[src/maui_regs.vh]
// Constant set shared by the multichannel audio serial port design files
`ifndef MAUI_REGS_VH
`define MAUI_REGS_VH

// Framing formats, one 2-bit field per port
`define MAUI_FMT_RJ      2'h0
`define MAUI_FMT_LJ      2'h1
`define MAUI_FMT_I2S     2'h2
`define MAUI_FMT_DSP     2'h3

// Word length codes and their bit counts
`define MAUI_WL_16       2'h0
`define MAUI_WL_20       2'h1
`define MAUI_WL_24       2'h2
`define MAUI_WL_32       2'h3
`define MAUI_BITS_16     8'h10
`define MAUI_BITS_20     8'h14
`define MAUI_BITS_24     8'h18
`define MAUI_BITS_32     8'h20

// Master clock to sample rate ratio codes
`define MAUI_R128        3'h0
`define MAUI_R192        3'h1
`define MAUI_R256        3'h2
`define MAUI_R384        3'h3
`define MAUI_R512        3'h4
`define MAUI_R768        3'h5
`define MAUI_R1152       3'h6

// Master clocks per sample frame for each ratio
`define MAUI_FRAME_128   11'h080
`define MAUI_FRAME_192   11'h0c0
`define MAUI_FRAME_256   11'h100
`define MAUI_FRAME_384   11'h180
`define MAUI_FRAME_512   11'h200
`define MAUI_FRAME_768   11'h300
`define MAUI_FRAME_1152  11'h480

// Master clocks per generated bit clock (frame of 64 bit clocks)
`define MAUI_DIV_128     5'h02
`define MAUI_DIV_192     5'h03
`define MAUI_DIV_256     5'h04
`define MAUI_DIV_384     5'h06
`define MAUI_DIV_512     5'h08
`define MAUI_DIV_768     5'h0c
`define MAUI_DIV_1152    5'h12

// Ratio detection tolerance in master clocks, counter ceiling
`define MAUI_RATIO_TOL   12'h002
`define MAUI_RATIO_MAX   11'h7ff

// Slot length assumed before the first measured half frame
`define MAUI_SLOT_RESET  8'h20

// Port indices
`define MAUI_PORT_RX     0
`define MAUI_PORT_TX     1
`define MAUI_PORT_SEC    2

`endif

[src/maui_top.v]
// Multichannel audio serial ports: pin sampling, clock masters, ratio detection
//
// Summary of operation
// - Slave ports take bit and word clocks in
// - Master ports drive bit and word clocks
// - Three DAC data lanes share receive clocks
// - ADC output has its own clock pair
// - ADC path may use ADC master clock
// - Four framings; far side matches the choice
// - Lengths 16/20/24/32, right justified lacks 32
// - Ratios 128 to 1152 times fs supported
// - Slave mode detects ratio without configuration
// - Master mode ratio comes from configuration
// - Any sample rate up to 192k accepted
// - Serial outputs change after bit clock fall
// - Serial inputs sampled on bit clock rise
// - Slave word clock captured on bit rise
// - Master word clock changes at bit fall
`timescale 1ns/1ns
`include "maui_regs.vh"

module maui_top (
  input  wire         ref_clk_in,
  input  wire         sys_rst_in,
  input  wire         clk_en_in,
  input  wire         main_master_clock_in,
  input  wire         adc_master_clock_in,
  input  wire         adc_clock_sel_in,
  input  wire         primary_rx_bit_clock_in,
  output wire         primary_rx_bit_clock_out,
  output wire         primary_rx_bit_clock_oe_out,
  input  wire         primary_rx_word_clock_in,
  output wire         primary_rx_word_clock_out,
  output wire         primary_rx_word_clock_oe_out,
  input  wire [2:0]   dac_serial_inputs_in,
  input  wire         primary_tx_bit_clock_in,
  output wire         primary_tx_bit_clock_out,
  output wire         primary_tx_bit_clock_oe_out,
  input  wire         primary_tx_word_clock_in,
  output wire         primary_tx_word_clock_out,
  output wire         primary_tx_word_clock_oe_out,
  output wire         primary_tx_serial_out,
  input  wire         secondary_bit_clock_in,
  output wire         secondary_bit_clock_out,
  output wire         secondary_bit_clock_oe_out,
  input  wire         secondary_word_clock_in,
  output wire         secondary_word_clock_out,
  output wire         secondary_word_clock_oe_out,
  input  wire         secondary_serial_in_in,
  output wire         secondary_serial_out_out,
  input  wire [2:0]   port_master_in,
  input  wire [5:0]   port_format_in,
  input  wire [5:0]   port_wlen_in,
  input  wire [8:0]   port_ratio_in,
  output wire [8:0]   port_ratio_det_out,
  output wire [2:0]   port_ratio_lock_out,
  output wire [191:0] dac_data_out,
  output wire         dac_valid_out,
  input  wire [31:0]  adc_left_in,
  input  wire [31:0]  adc_right_in,
  output wire         adc_taken_out,
  output wire [63:0]  sec_rx_data_out,
  output wire         sec_rx_valid_out,
  input  wire [31:0]  sec_tx_left_in,
  input  wire [31:0]  sec_tx_right_in,
  output wire         sec_tx_taken_out
);

  // Positions of the asynchronous inputs in the sampling bank
  localparam NASYNC   = 12;
  localparam IX_MCLK  = 0;
  localparam IX_AMCLK = 1;
  localparam IX_BCLK  = 2;
  localparam IX_LR    = 5;
  localparam IX_DIN   = 8;

  wire [NASYNC-1:0] raw_pins;  // Pins as they arrive
  wire [NASYNC-1:0] pin_lvl;   // Filtered levels
  wire [NASYNC-1:0] pin_rise;  // One-cycle rising events
  wire [2:0]        eff_bclk;  // Bit clock each engine follows
  wire [2:0]        eff_lr;    // Word clock each engine follows
  wire [2:0]        gen_bclk;  // Generated bit clocks
  wire [2:0]        gen_lr;    // Generated word clocks

  assign raw_pins = {secondary_serial_in_in, dac_serial_inputs_in,
                     secondary_word_clock_in, primary_tx_word_clock_in, primary_rx_word_clock_in,
                     secondary_bit_clock_in, primary_tx_bit_clock_in, primary_rx_bit_clock_in,
                     adc_master_clock_in, main_master_clock_in};

  // Frame length in master clocks for a ratio code
  function [10:0] frame_len(input [2:0] c);
    begin
      case (c)
        `MAUI_R128: frame_len = `MAUI_FRAME_128;
        `MAUI_R192: frame_len = `MAUI_FRAME_192;
        `MAUI_R256: frame_len = `MAUI_FRAME_256;
        `MAUI_R384: frame_len = `MAUI_FRAME_384;
        `MAUI_R512: frame_len = `MAUI_FRAME_512;
        `MAUI_R768: frame_len = `MAUI_FRAME_768;
        default:    frame_len = `MAUI_FRAME_1152;
      endcase
    end
  endfunction

  // Master clocks per bit clock; 64 bit clocks make one frame
  function [4:0] bit_div(input [2:0] c);
    begin
      case (c)
        `MAUI_R128: bit_div = `MAUI_DIV_128;
        `MAUI_R192: bit_div = `MAUI_DIV_192;
        `MAUI_R256: bit_div = `MAUI_DIV_256;
        `MAUI_R384: bit_div = `MAUI_DIV_384;
        `MAUI_R512: bit_div = `MAUI_DIV_512;
        `MAUI_R768: bit_div = `MAUI_DIV_768;
        default:    bit_div = `MAUI_DIV_1152;
      endcase
    end
  endfunction

  // Supported ratio within two master clocks of a measured frame, with a found flag
  function [3:0] match_ratio(input [10:0] cnt);
    integer c;
    reg [11:0] v;
    begin
      match_ratio = 4'h0;
      for (c = 0; c < 7; c = c + 1) begin
        v = {1'b0, frame_len(c[2:0])};
        if (({1'b0, cnt} + `MAUI_RATIO_TOL >= v) && ({1'b0, cnt} <= v + `MAUI_RATIO_TOL)) begin
          match_ratio = {1'b1, c[2:0]};
        end
      end
    end
  endfunction

  ////////////////////////////////////////////////////////////////////////
  // Three-stage pin sampling; a level is taken once stages two and
  // three agree, which rejects a single-sample glitch
  genvar s;
  generate
    for (s = 0; s < NASYNC; s = s + 1) begin : g_pin
      reg s1;  // Metastability catcher, read only by s2
      reg s2;
      reg s3;
      reg lvl; // Accepted level
      reg lvl_d;
      always @(posedge ref_clk_in) begin
        if (sys_rst_in) begin
          s1    <= 1'b0;
          s2    <= 1'b0;
          s3    <= 1'b0;
          lvl   <= 1'b0;
          lvl_d <= 1'b0;
        end else if (clk_en_in) begin
          s1    <= raw_pins[s];
          s2    <= s1;
          s3    <= s2;
          lvl_d <= lvl;
          if (s2 == s3) begin
            lvl <= s3;
          end
        end
      end
      assign pin_lvl[s]  = lvl;
      assign pin_rise[s] = lvl & ~lvl_d;
    end
  endgenerate

  ////////////////////////////////////////////////////////////////////////
  // Per port: clock master, ratio detector and pin direction
  genvar p;
  generate
    for (p = 0; p < 3; p = p + 1) begin : g_port
      wire       master = port_master_in[p];
      wire [1:0] fmt    = port_format_in[2*p +: 2];
      // Transmit side may run from the dedicated ADC master clock
      wire       mrise  = (p == `MAUI_PORT_TX && adc_clock_sel_in) ?
                          pin_rise[IX_AMCLK] : pin_rise[IX_MCLK];
      wire [4:0] div    = bit_div(port_ratio_in[3*p +: 3]);
      wire [4:0] half   = {1'b0, div[4:1]};
      reg  [4:0] mcnt;   // Master clocks within the bit period
      reg  [5:0] gbit;   // Bit index within the frame
      reg        gbclk;  // Driven bit clock
      reg        glr;    // Driven word clock
      reg  [10:0] rcnt;  // Master clocks since last word clock rise
      reg        lr_d;   // Followed word clock one cycle ago
      reg  [2:0] det;    // Detected ratio code
      reg        lock;   // Detected ratio is a supported one
      wire [4:0] nxt_m  = (mcnt >= div - 5'h01) ? 5'h00 : (mcnt + 5'h01);
      wire [5:0] nxt_b  = gbit + 6'h01;
      wire [3:0] hit    = match_ratio(rcnt);

      // Bit clock high at count zero, low at half; the word clock
      // moves with the falling edge so it is settled at the rise
      always @(posedge ref_clk_in) begin
        if (sys_rst_in) begin
          mcnt  <= 5'h00;
          gbit  <= 6'h00;
          gbclk <= 1'b0;
          glr   <= 1'b0;
        end else if (clk_en_in) begin
          if (!master) begin
            mcnt  <= 5'h00;
            gbit  <= 6'h00;
            gbclk <= 1'b0;
            glr   <= 1'b0;
          end else if (mrise) begin
            mcnt <= nxt_m;
            if (nxt_m == 5'h00) begin
              gbclk <= 1'b1;
            end else if (nxt_m == half && gbclk) begin // No fall without a rise, after reset or a ratio change
              gbclk <= 1'b0;
              gbit  <= nxt_b;
              case (fmt)
                `MAUI_FMT_I2S: glr <= nxt_b[5];
                `MAUI_FMT_DSP: glr <= (nxt_b == 6'h00);
                default:       glr <= ~nxt_b[5];
              endcase
            end
          end
        end
      end

      // Frame length in master clocks; counts at any frame rate, so
      // low sample rates only need a master clock of matching ratio
      always @(posedge ref_clk_in) begin
        if (sys_rst_in) begin
          rcnt <= 11'h000;
          lr_d <= 1'b0;
          det  <= `MAUI_R256;
          lock <= 1'b0;
        end else if (clk_en_in) begin
          lr_d <= eff_lr[p];
          if (eff_lr[p] & ~lr_d) begin
            rcnt <= mrise ? 11'h001 : 11'h000;
            lock <= hit[3];
            if (hit[3]) begin
              det <= hit[2:0];
            end
          end else if (mrise && rcnt != `MAUI_RATIO_MAX) begin
            rcnt <= rcnt + 11'h001;
          end
        end
      end

      assign gen_bclk[p] = gbclk;
      assign gen_lr[p]   = glr;
      // Slave follows the pins, master follows its own clocks
      assign eff_bclk[p] = master ? gbclk : pin_lvl[IX_BCLK + p];
      assign eff_lr[p]   = master ? glr : pin_lvl[IX_LR + p];
      assign port_ratio_det_out[3*p +: 3] = det;
      assign port_ratio_lock_out[p]       = lock;
    end
  endgenerate

  ////////////////////////////////////////////////////////////////////////
  // Pin drive: enables follow the master selection
  assign primary_rx_bit_clock_out     = gen_bclk[`MAUI_PORT_RX];
  assign primary_rx_bit_clock_oe_out  = port_master_in[`MAUI_PORT_RX];
  assign primary_rx_word_clock_out    = gen_lr[`MAUI_PORT_RX];
  assign primary_rx_word_clock_oe_out = port_master_in[`MAUI_PORT_RX];
  assign primary_tx_bit_clock_out     = gen_bclk[`MAUI_PORT_TX];
  assign primary_tx_bit_clock_oe_out  = port_master_in[`MAUI_PORT_TX];
  assign primary_tx_word_clock_out    = gen_lr[`MAUI_PORT_TX];
  assign primary_tx_word_clock_oe_out = port_master_in[`MAUI_PORT_TX];
  assign secondary_bit_clock_out      = gen_bclk[`MAUI_PORT_SEC];
  assign secondary_bit_clock_oe_out   = port_master_in[`MAUI_PORT_SEC];
  assign secondary_word_clock_out     = gen_lr[`MAUI_PORT_SEC];
  assign secondary_word_clock_oe_out  = port_master_in[`MAUI_PORT_SEC];

  ////////////////////////////////////////////////////////////////////////
  // Receive side: three DAC lanes on one shared clock pair
  maui_frame #(.NIN(3)) u_rx (
    .ref_clk_in   (ref_clk_in),
    .sys_rst_in   (sys_rst_in),
    .clk_en_in    (clk_en_in),
    .bclk_in      (eff_bclk[`MAUI_PORT_RX]),
    .lr_in        (eff_lr[`MAUI_PORT_RX]),
    .din_in       (pin_lvl[IX_DIN +: 3]),
    .format_in    (port_format_in[1:0]),
    .wlen_in      (port_wlen_in[1:0]),
    .tx_left_in   (32'h0),
    .tx_right_in  (32'h0),
    .rx_data_out  (dac_data_out),
    .rx_valid_out (dac_valid_out),
    .tx_taken_out (),
    .dout_out     ()
  );

  // Transmit side: ADC words on a clock pair of their own
  maui_frame #(.NIN(1)) u_tx (
    .ref_clk_in   (ref_clk_in),
    .sys_rst_in   (sys_rst_in),
    .clk_en_in    (clk_en_in),
    .bclk_in      (eff_bclk[`MAUI_PORT_TX]),
    .lr_in        (eff_lr[`MAUI_PORT_TX]),
    .din_in       (1'b0),
    .format_in    (port_format_in[3:2]),
    .wlen_in      (port_wlen_in[3:2]),
    .tx_left_in   (adc_left_in),
    .tx_right_in  (adc_right_in),
    .rx_data_out  (),
    .rx_valid_out (),
    .tx_taken_out (adc_taken_out),
    .dout_out     (primary_tx_serial_out)
  );

  // Secondary port: one lane each way
  maui_frame #(.NIN(1)) u_sec (
    .ref_clk_in   (ref_clk_in),
    .sys_rst_in   (sys_rst_in),
    .clk_en_in    (clk_en_in),
    .bclk_in      (eff_bclk[`MAUI_PORT_SEC]),
    .lr_in        (eff_lr[`MAUI_PORT_SEC]),
    .din_in       (pin_lvl[IX_DIN + 3]),
    .format_in    (port_format_in[5:4]),
    .wlen_in      (port_wlen_in[5:4]),
    .tx_left_in   (sec_tx_left_in),
    .tx_right_in  (sec_tx_right_in),
    .rx_data_out  (sec_rx_data_out),
    .rx_valid_out (sec_rx_valid_out),
    .tx_taken_out (sec_tx_taken_out),
    .dout_out     (secondary_serial_out_out)
  );

endmodule

[src/maui_frame.v]
// Framing engine for one audio port: serial capture and serial transmit
`timescale 1ns/1ns
`include "maui_regs.vh"

module maui_frame #(
  parameter NIN = 1
) (
  input  wire             ref_clk_in,
  input  wire             sys_rst_in,
  input  wire             clk_en_in,
  input  wire             bclk_in,
  input  wire             lr_in,
  input  wire [NIN-1:0]   din_in,
  input  wire [1:0]       format_in,
  input  wire [1:0]       wlen_in,
  input  wire [31:0]      tx_left_in,
  input  wire [31:0]      tx_right_in,
  output wire [NIN*64-1:0] rx_data_out,
  output reg              rx_valid_out,
  output reg              tx_taken_out,
  output reg              dout_out
);

  reg        bclk_d;   // Bit clock level one cycle ago
  reg        lr_prev;  // Word clock seen at the last rising edge
  reg  [7:0] pos;      // Bit position since the last boundary
  reg        chan;     // Current channel, 1 is right
  reg  [7:0] slot;     // Measured bits per half frame
  reg  [1:0] fall_q;   // Falling edge delayed so word clock settles
  reg  [63:0] tx_hold; // Stereo word being sent, left in upper half

  // Bit count of the selected length; 32 is not offered right justified
  function [7:0] word_len(input [1:0] f, input [1:0] w);
    begin
      case (w)
        `MAUI_WL_16: word_len = `MAUI_BITS_16;
        `MAUI_WL_20: word_len = `MAUI_BITS_20;
        `MAUI_WL_24: word_len = `MAUI_BITS_24;
        default:     word_len = (f == `MAUI_FMT_RJ) ? `MAUI_BITS_24 : `MAUI_BITS_32;
      endcase
    end
  endfunction

  // First data bit position of a channel for each format
  function [7:0] start_of(input [1:0] f, input ch, input [7:0] sl, input [7:0] wl);
    begin
      case (f)
        `MAUI_FMT_LJ:  start_of = 8'h00;
        `MAUI_FMT_I2S: start_of = 8'h01;
        `MAUI_FMT_DSP: start_of = ch ? (wl + 8'h01) : 8'h01;
        default:       start_of = (sl > wl) ? (sl - wl) : 8'h00;
      endcase
    end
  endfunction

  wire       rise    = bclk_in & ~bclk_d;
  wire       fall    = ~bclk_in & bclk_d;
  wire       is_dsp  = (format_in == `MAUI_FMT_DSP);
  // DSP marks frames by a word clock pulse, others by any change
  wire       bound   = is_dsp ? (lr_in & ~lr_prev) : (lr_in ^ lr_prev);
  wire       lr_chan = (format_in == `MAUI_FMT_I2S) ? lr_in : ~lr_in;
  wire [7:0] wl      = word_len(format_in, wlen_in);
  wire [7:0] pos_inc = (pos == 8'hff) ? pos : (pos + 8'h01);
  // Position of the bit at the coming (or current) rising edge
  wire [7:0] cur_pos = bound ? 8'h00 : pos_inc;
  wire       cur_ch  = is_dsp ? (cur_pos > wl) : (bound ? lr_chan : chan);
  wire [7:0] cur_st  = start_of(format_in, cur_ch, slot, wl);
  wire [7:0] cur_k   = cur_pos - cur_st;
  wire       in_word = (cur_pos >= cur_st) && (cur_k < wl);
  wire       last_bit = in_word && (cur_k == (wl - 8'h01));
  // Transmit word source; a fresh pair is taken at the left start
  wire       load    = fall_q[1] & bound & (is_dsp | ~lr_chan);
  wire [63:0] wsrc   = load ? {tx_left_in, tx_right_in} : tx_hold;
  wire [31:0] wsel   = cur_ch ? wsrc[31:0] : wsrc[63:32];
  wire [7:0] bit_idx = wl - 8'h01 - cur_k;

  ////////////////////////////////////////////////////////////////////////
  // Frame tracking on rising bit clock edges
  always @(posedge ref_clk_in) begin
    if (sys_rst_in) begin
      bclk_d  <= 1'b0;
      lr_prev <= 1'b0;
      pos     <= 8'h00;
      chan    <= 1'b0;
      slot    <= `MAUI_SLOT_RESET;
      fall_q  <= 2'h0;
    end else if (clk_en_in) begin
      bclk_d <= bclk_in;
      fall_q <= {fall_q[0], fall};
      if (rise) begin
        lr_prev <= lr_in;
        pos     <= cur_pos;
        chan    <= cur_ch;
        // Half frame length feeds right justified alignment
        if (bound && !is_dsp) begin
          slot <= pos_inc;
        end
      end
    end
  end

  ////////////////////////////////////////////////////////////////////////
  // Serial output and word hand-off; a short delay after the falling
  // edge lets a word clock change from the far master be seen first
  always @(posedge ref_clk_in) begin
    if (sys_rst_in) begin
      tx_hold      <= 64'h0;
      dout_out     <= 1'b0;
      tx_taken_out <= 1'b0;
    end else if (clk_en_in) begin
      tx_taken_out <= load;
      if (load) begin
        tx_hold <= wsrc;
      end
      if (fall_q[1]) begin
        dout_out <= in_word ? wsel[bit_idx[4:0]] : 1'b0;
      end
    end
  end

  ////////////////////////////////////////////////////////////////////////
  // Frame complete once the last right channel bit is in
  always @(posedge ref_clk_in) begin
    if (sys_rst_in) begin
      rx_valid_out <= 1'b0;
    end else if (clk_en_in) begin
      rx_valid_out <= rise & last_bit & cur_ch;
    end
  end

  ////////////////////////////////////////////////////////////////////////
  // One capture shifter per data lane, words right aligned
  genvar l;
  generate
    for (l = 0; l < NIN; l = l + 1) begin : g_lane
      reg [31:0] sh;     // Bits of the word in progress
      reg [31:0] left_w; // Last complete left word
      reg [31:0] right_w; // Last complete right word
      always @(posedge ref_clk_in) begin
        if (sys_rst_in) begin
          sh      <= 32'h0;
          left_w  <= 32'h0;
          right_w <= 32'h0;
        end else if (clk_en_in && rise && in_word) begin
          sh <= (cur_k == 8'h00) ? {31'h0, din_in[l]} : {sh[30:0], din_in[l]};
          if (last_bit && cur_ch) begin
            right_w <= {sh[30:0], din_in[l]};
          end else if (last_bit) begin
            left_w <= {sh[30:0], din_in[l]};
          end
        end
      end
      assign rx_data_out[l*64 +: 64] = {left_w, right_w};
    end
  endgenerate

endmodule

[config.mk]
export PLATFORM = sky130hd
export DESIGN_NAME = maui_top
export DESIGN_NICKNAME = d
export VERILOG_FILES = /design/src/maui_top.v /design/src/maui_frame.v
export VERILOG_INCLUDE_DIRS = /design/src /design/src/src
export SDC_FILE = /design/constraint.sdc
export NUM_CORES = 2
export LEC_CHECK = 0
export BUFFER_PORTS_ARGS = -buffer_cell sky130_fd_sc_hd__buf_2
export CORE_AREA = 2 2 341 343
export DETAILED_ROUTE_END_ITERATION = 8
export DIE_AREA = 0 0 343 345
export PLACE_DENSITY = 0.57
export REMOVE_ABC_BUFFERS = 1
export SYNTH_ARGS = -nofsm -noshare
export SYNTH_HDL_FRONTEND = slang
export SYNTH_SLANG_ARGS = --single-unit
[constraint.sdc]
create_clock -name ref_clk_in -period 11.25 [get_ports ref_clk_in]
set_input_delay 2.25 -clock ref_clk_in [delete_from_list [all_inputs] [get_ports ref_clk_in]]
set_output_delay 2.25 -clock ref_clk_in [all_outputs]
set_load 0.02 [all_outputs]
==> out/metrics.cfg <==
[die]
initial_core_util = 0.2971
core_area_mm2 = 0.1151
dieWidth_um = 343
rows = 125
dieHeight_um = 345
ios = 454
dieArea_mm2 = 0.1183

[sta]
finalHoldViolCount = 0
max_freq_ghz = 0.1058
finalMaxSlewViolations = 0
rsz0062_at_grt = false
setup_violations = 0
fin_crit_sh = 0.8404
tightest_slew_ps = 1074
setup-tns-final_ps = 0
slew_headroom = 0.2838
fin_skew_ps = 75.85
layout_min_cycle_time_ps = 9454

[hold_path]
hp-class = reg -> reg
holdCritStartpoint = u_rx.g_lane[0].left_w[3]

[final_layout]
nets = 4770
final_area_mm2 = 0.04057
areaGrowthSynthToFinish_pct = 18.63
fillCellCount = 12170
regArea_mm2 = 0.01425
drive_gt1_frac = 0.1539
multi_input_area_mm2 = 0.01853

[clock_network]
ctsHoldBuffers = 0
clk_transition_reported_paths_ps = 60
post_cts_buffers = 0
clk-insertion-delay-late_ps = 690
numCtsBuffers = 85
cts_tree = built
htree_levels = 3
clockBufferDepth = 3
clock-sinks = 712
cts_root_buf = clkbuf_16
cts_resized = 0

[pwr]
ir_drop_uv = 98.00
pwr-share-comb = 0.070
p_leak_nw = 15.96
pwr_density_cell_mw_per_mm2 = 141.4
switching_power_w = 0.001460
p_int_w = 0.004277
p_clk_frac = 0.488
power_switching_share = 0.2545
total_power_w = 0.005737
p_seq_frac = 0.442

[run]
drv_cap = 0

[global_route]
grt_pass1_vias = 28730
grt_pass1_wl_um = 163500
grt.overflow.total = 0
grt_start_max_net_pins = 169
antenna_found_initial = 13
grtUsageTotal = 0.1696

[drt]
dr_total_vias = 30660
drtIter0Drc = 2034
viasPerCell = 5.040
drt-total-wl_um = 104000
firstDrtPassIters = 5
detail-route-antenna-nets = 0
drc_errors = 0
wl_per_cell_um = 17.09

[logic_synthesis]
synth_area_leaders = dfxtp_1 (42%), nand2_1 (9.2%), mux2i_1 (8.1%)
ys_seq_area_frac = 0.4168
syn_area_per_cell_um2 = 8.205
async_flop_share = 0
synth_common_cells = nand2_1 (842), dfxtp_1 (712), nor2_1 (418)
yosys.cell_count.top_type = nand2_1
yosysWarnings = 0
yosysTopAreaCell = dfxtp_1
syn_inst = 4168
synth_cell_type_count = 101
synth_edf_count = 0
synth_flop_cell = dfxtp_1
yosysTopAreaCellShare = 0.4168
ys_seq_elements = 712
synth_area_mm2 = 0.03420

[setup_path]
path_common_cell = ha_1
crit_start = port_master_in[2]
crit_path_max_incr_delay_ps = 610
crit_required_ps = 11750
cp-start-kind = primary input
path_class = in -> reg
path_max_fanout = 22
cp.arrival_ps = 9950
end_kind = flip-flop
r2r_start = g_pin[7].lvl
crit_slowest_cell = a2111oi_1

[place]
gp_congestion = 0.8569
place_hpwl_um = 69810
place_area_mm2 = 0.03768
portBuffers = 453

[run_status]
status = completed

==> power by group through the flow <==
stage | clock [W] | combinational (W) | sequential [W]
floorplan | 0 | 0.000219 | 0.00259
global placement | 0 | 0.000401 | 0.00259
detailed placement | 0 | 0.000404 | 0.00259
CTS | 0.00289 | 0.000405 | 0.00253
global route | 0.00299 | 0.000448 | 0.00253
finish | 0.00280 | 0.000403 | 0.00253
==> cell type report <==
| type | instances | share of cell area |
|---|---|---|
| clock buffers | 125 | 0.06082 |
| inverters | 80 | 0.007463 |
| diodes | 5 | 0.0003084 |
| clock inverters | 31 | 0.01024 |
| flip-flops and latches | 712 | 0.3513 |
| well taps | 1524 | 0.04700 |
| repair buffers | 501 | 0.06609 |
| multi-input cells | 3106 | 0.4568 |
==> worst max-delay path, delay by kind of cell <==
kind / cells / cell delay (ps)
and+or+nand+nor: 9 / 2170
buffers and inverters: 4 / 780
adders and majority gates: 4 / 1300
AOI/OAI and AO/OA: 12 / 2960
muxes: 2 / 470
==> layer usage <==
metal / up-vias / track usage / wire length (um)
li1: 15250 / - / -
met1: 14500 / 0.2224 / 47190
met2: 715 / 0.2681 / 47080
met3: 186 / 0.03765 / 6106
met4: 14 / 0.06907 / 3542
met5: - / 0 / 78
==> path summary, 6_finish.rpt <==
path / endpoint / slack, ps / cells after the start
setup reg to reg: u_sec.g_lane[0].right_w[1] / 3360 / 30
setup / recovery: u_sec.g_lane[0].right_w[1] / 1800 / 31
hold reg to reg: u_rx.g_lane[0].left_w[3] / 450 / 2
hold / removal: u_rx.g_lane[0].left_w[3] / 450 / 2
==> registers in the layout, indices dropped and copies added (netlist names), 12 cells and up <==
signal / count
u_rx.g_lane.left_w: 96
g_pin.s2: 12
u_rx.g_lane.right_w: 96
g_pin.s3: 12
g_port.gbit: 18
u_tx.tx_hold: 64
g_port.rcnt: 33
u_sec.tx_hold: 64
g_pin.s1: 12
g_pin.lvl: 12
u_sec.g_lane.right_w: 32
u_sec.g_lane.left_w: 32
u_rx.g_lane.sh: 93
g_port.mcnt: 15
u_sec.g_lane.sh: 31
==> metrics by stage <==
step | utilization | hold slack [ps] | setup WS, ps | instances
5_1_grt | 0.3525 | 465.6 | 963.1 | 6084
2_1_floorplan | - | 425.5 | -5104 | 3898
3_5_place_dp | 0.3273 | 441.1 | 1207 | 5923
6_report | 0.3525 | 445.8 | 1796 | 6084
4_1_cts | 0.3523 | 448.9 | 1919 | 6079
3_3_place_gp | 0.3273 | 435.7 | 1432 | 5923
==> cell usage in the layout, fill, tap and decap left out, types with 11 or more instances in the layout <==
cell type,n
a22o_1,33
o21a_1,16
a22oi_1,25
o211ai_1,13
xnor2_1,29
nand2_1,840
nor2_1,415
inv_1,77
nand3_1,90
a31oi_1,21
a21oi_1,396
and3_1,42
buf_4,45
clkbuf_8,19
nor4_1,11
dfxtp_1,712
and2_1,21
a21o_1,40
mux2i_1,277
ha_1,109
a211oi_1,40
nand4_1,25
nor3_1,49
nor2b_1,30
o21ai_0,111
buf_2,451
clkbuf_1,21
clkinv_2,15
a311oi_1,14
xor2_1,39
o22ai_1,115
clkbuf_16,85
or3_1,25
nand2b_1,30
a221oi_1,11
nand3b_1,13
==> cell families after synthesis <==
family                   Yosys count  share of synthesized area
AO/OA/AOI/OAI                    971                     0.1798
XOR/XNOR                          70                    0.01793
adder cells (fa/ha/maj)          119                    0.04485
buffers and inverters            350                    0.04412
flip-flops                       712                     0.4168
multiplexers                     293                    0.08799
AND/OR/NAND/NOR                 1653                     0.2085
Power figures use the tool's default switching activity.
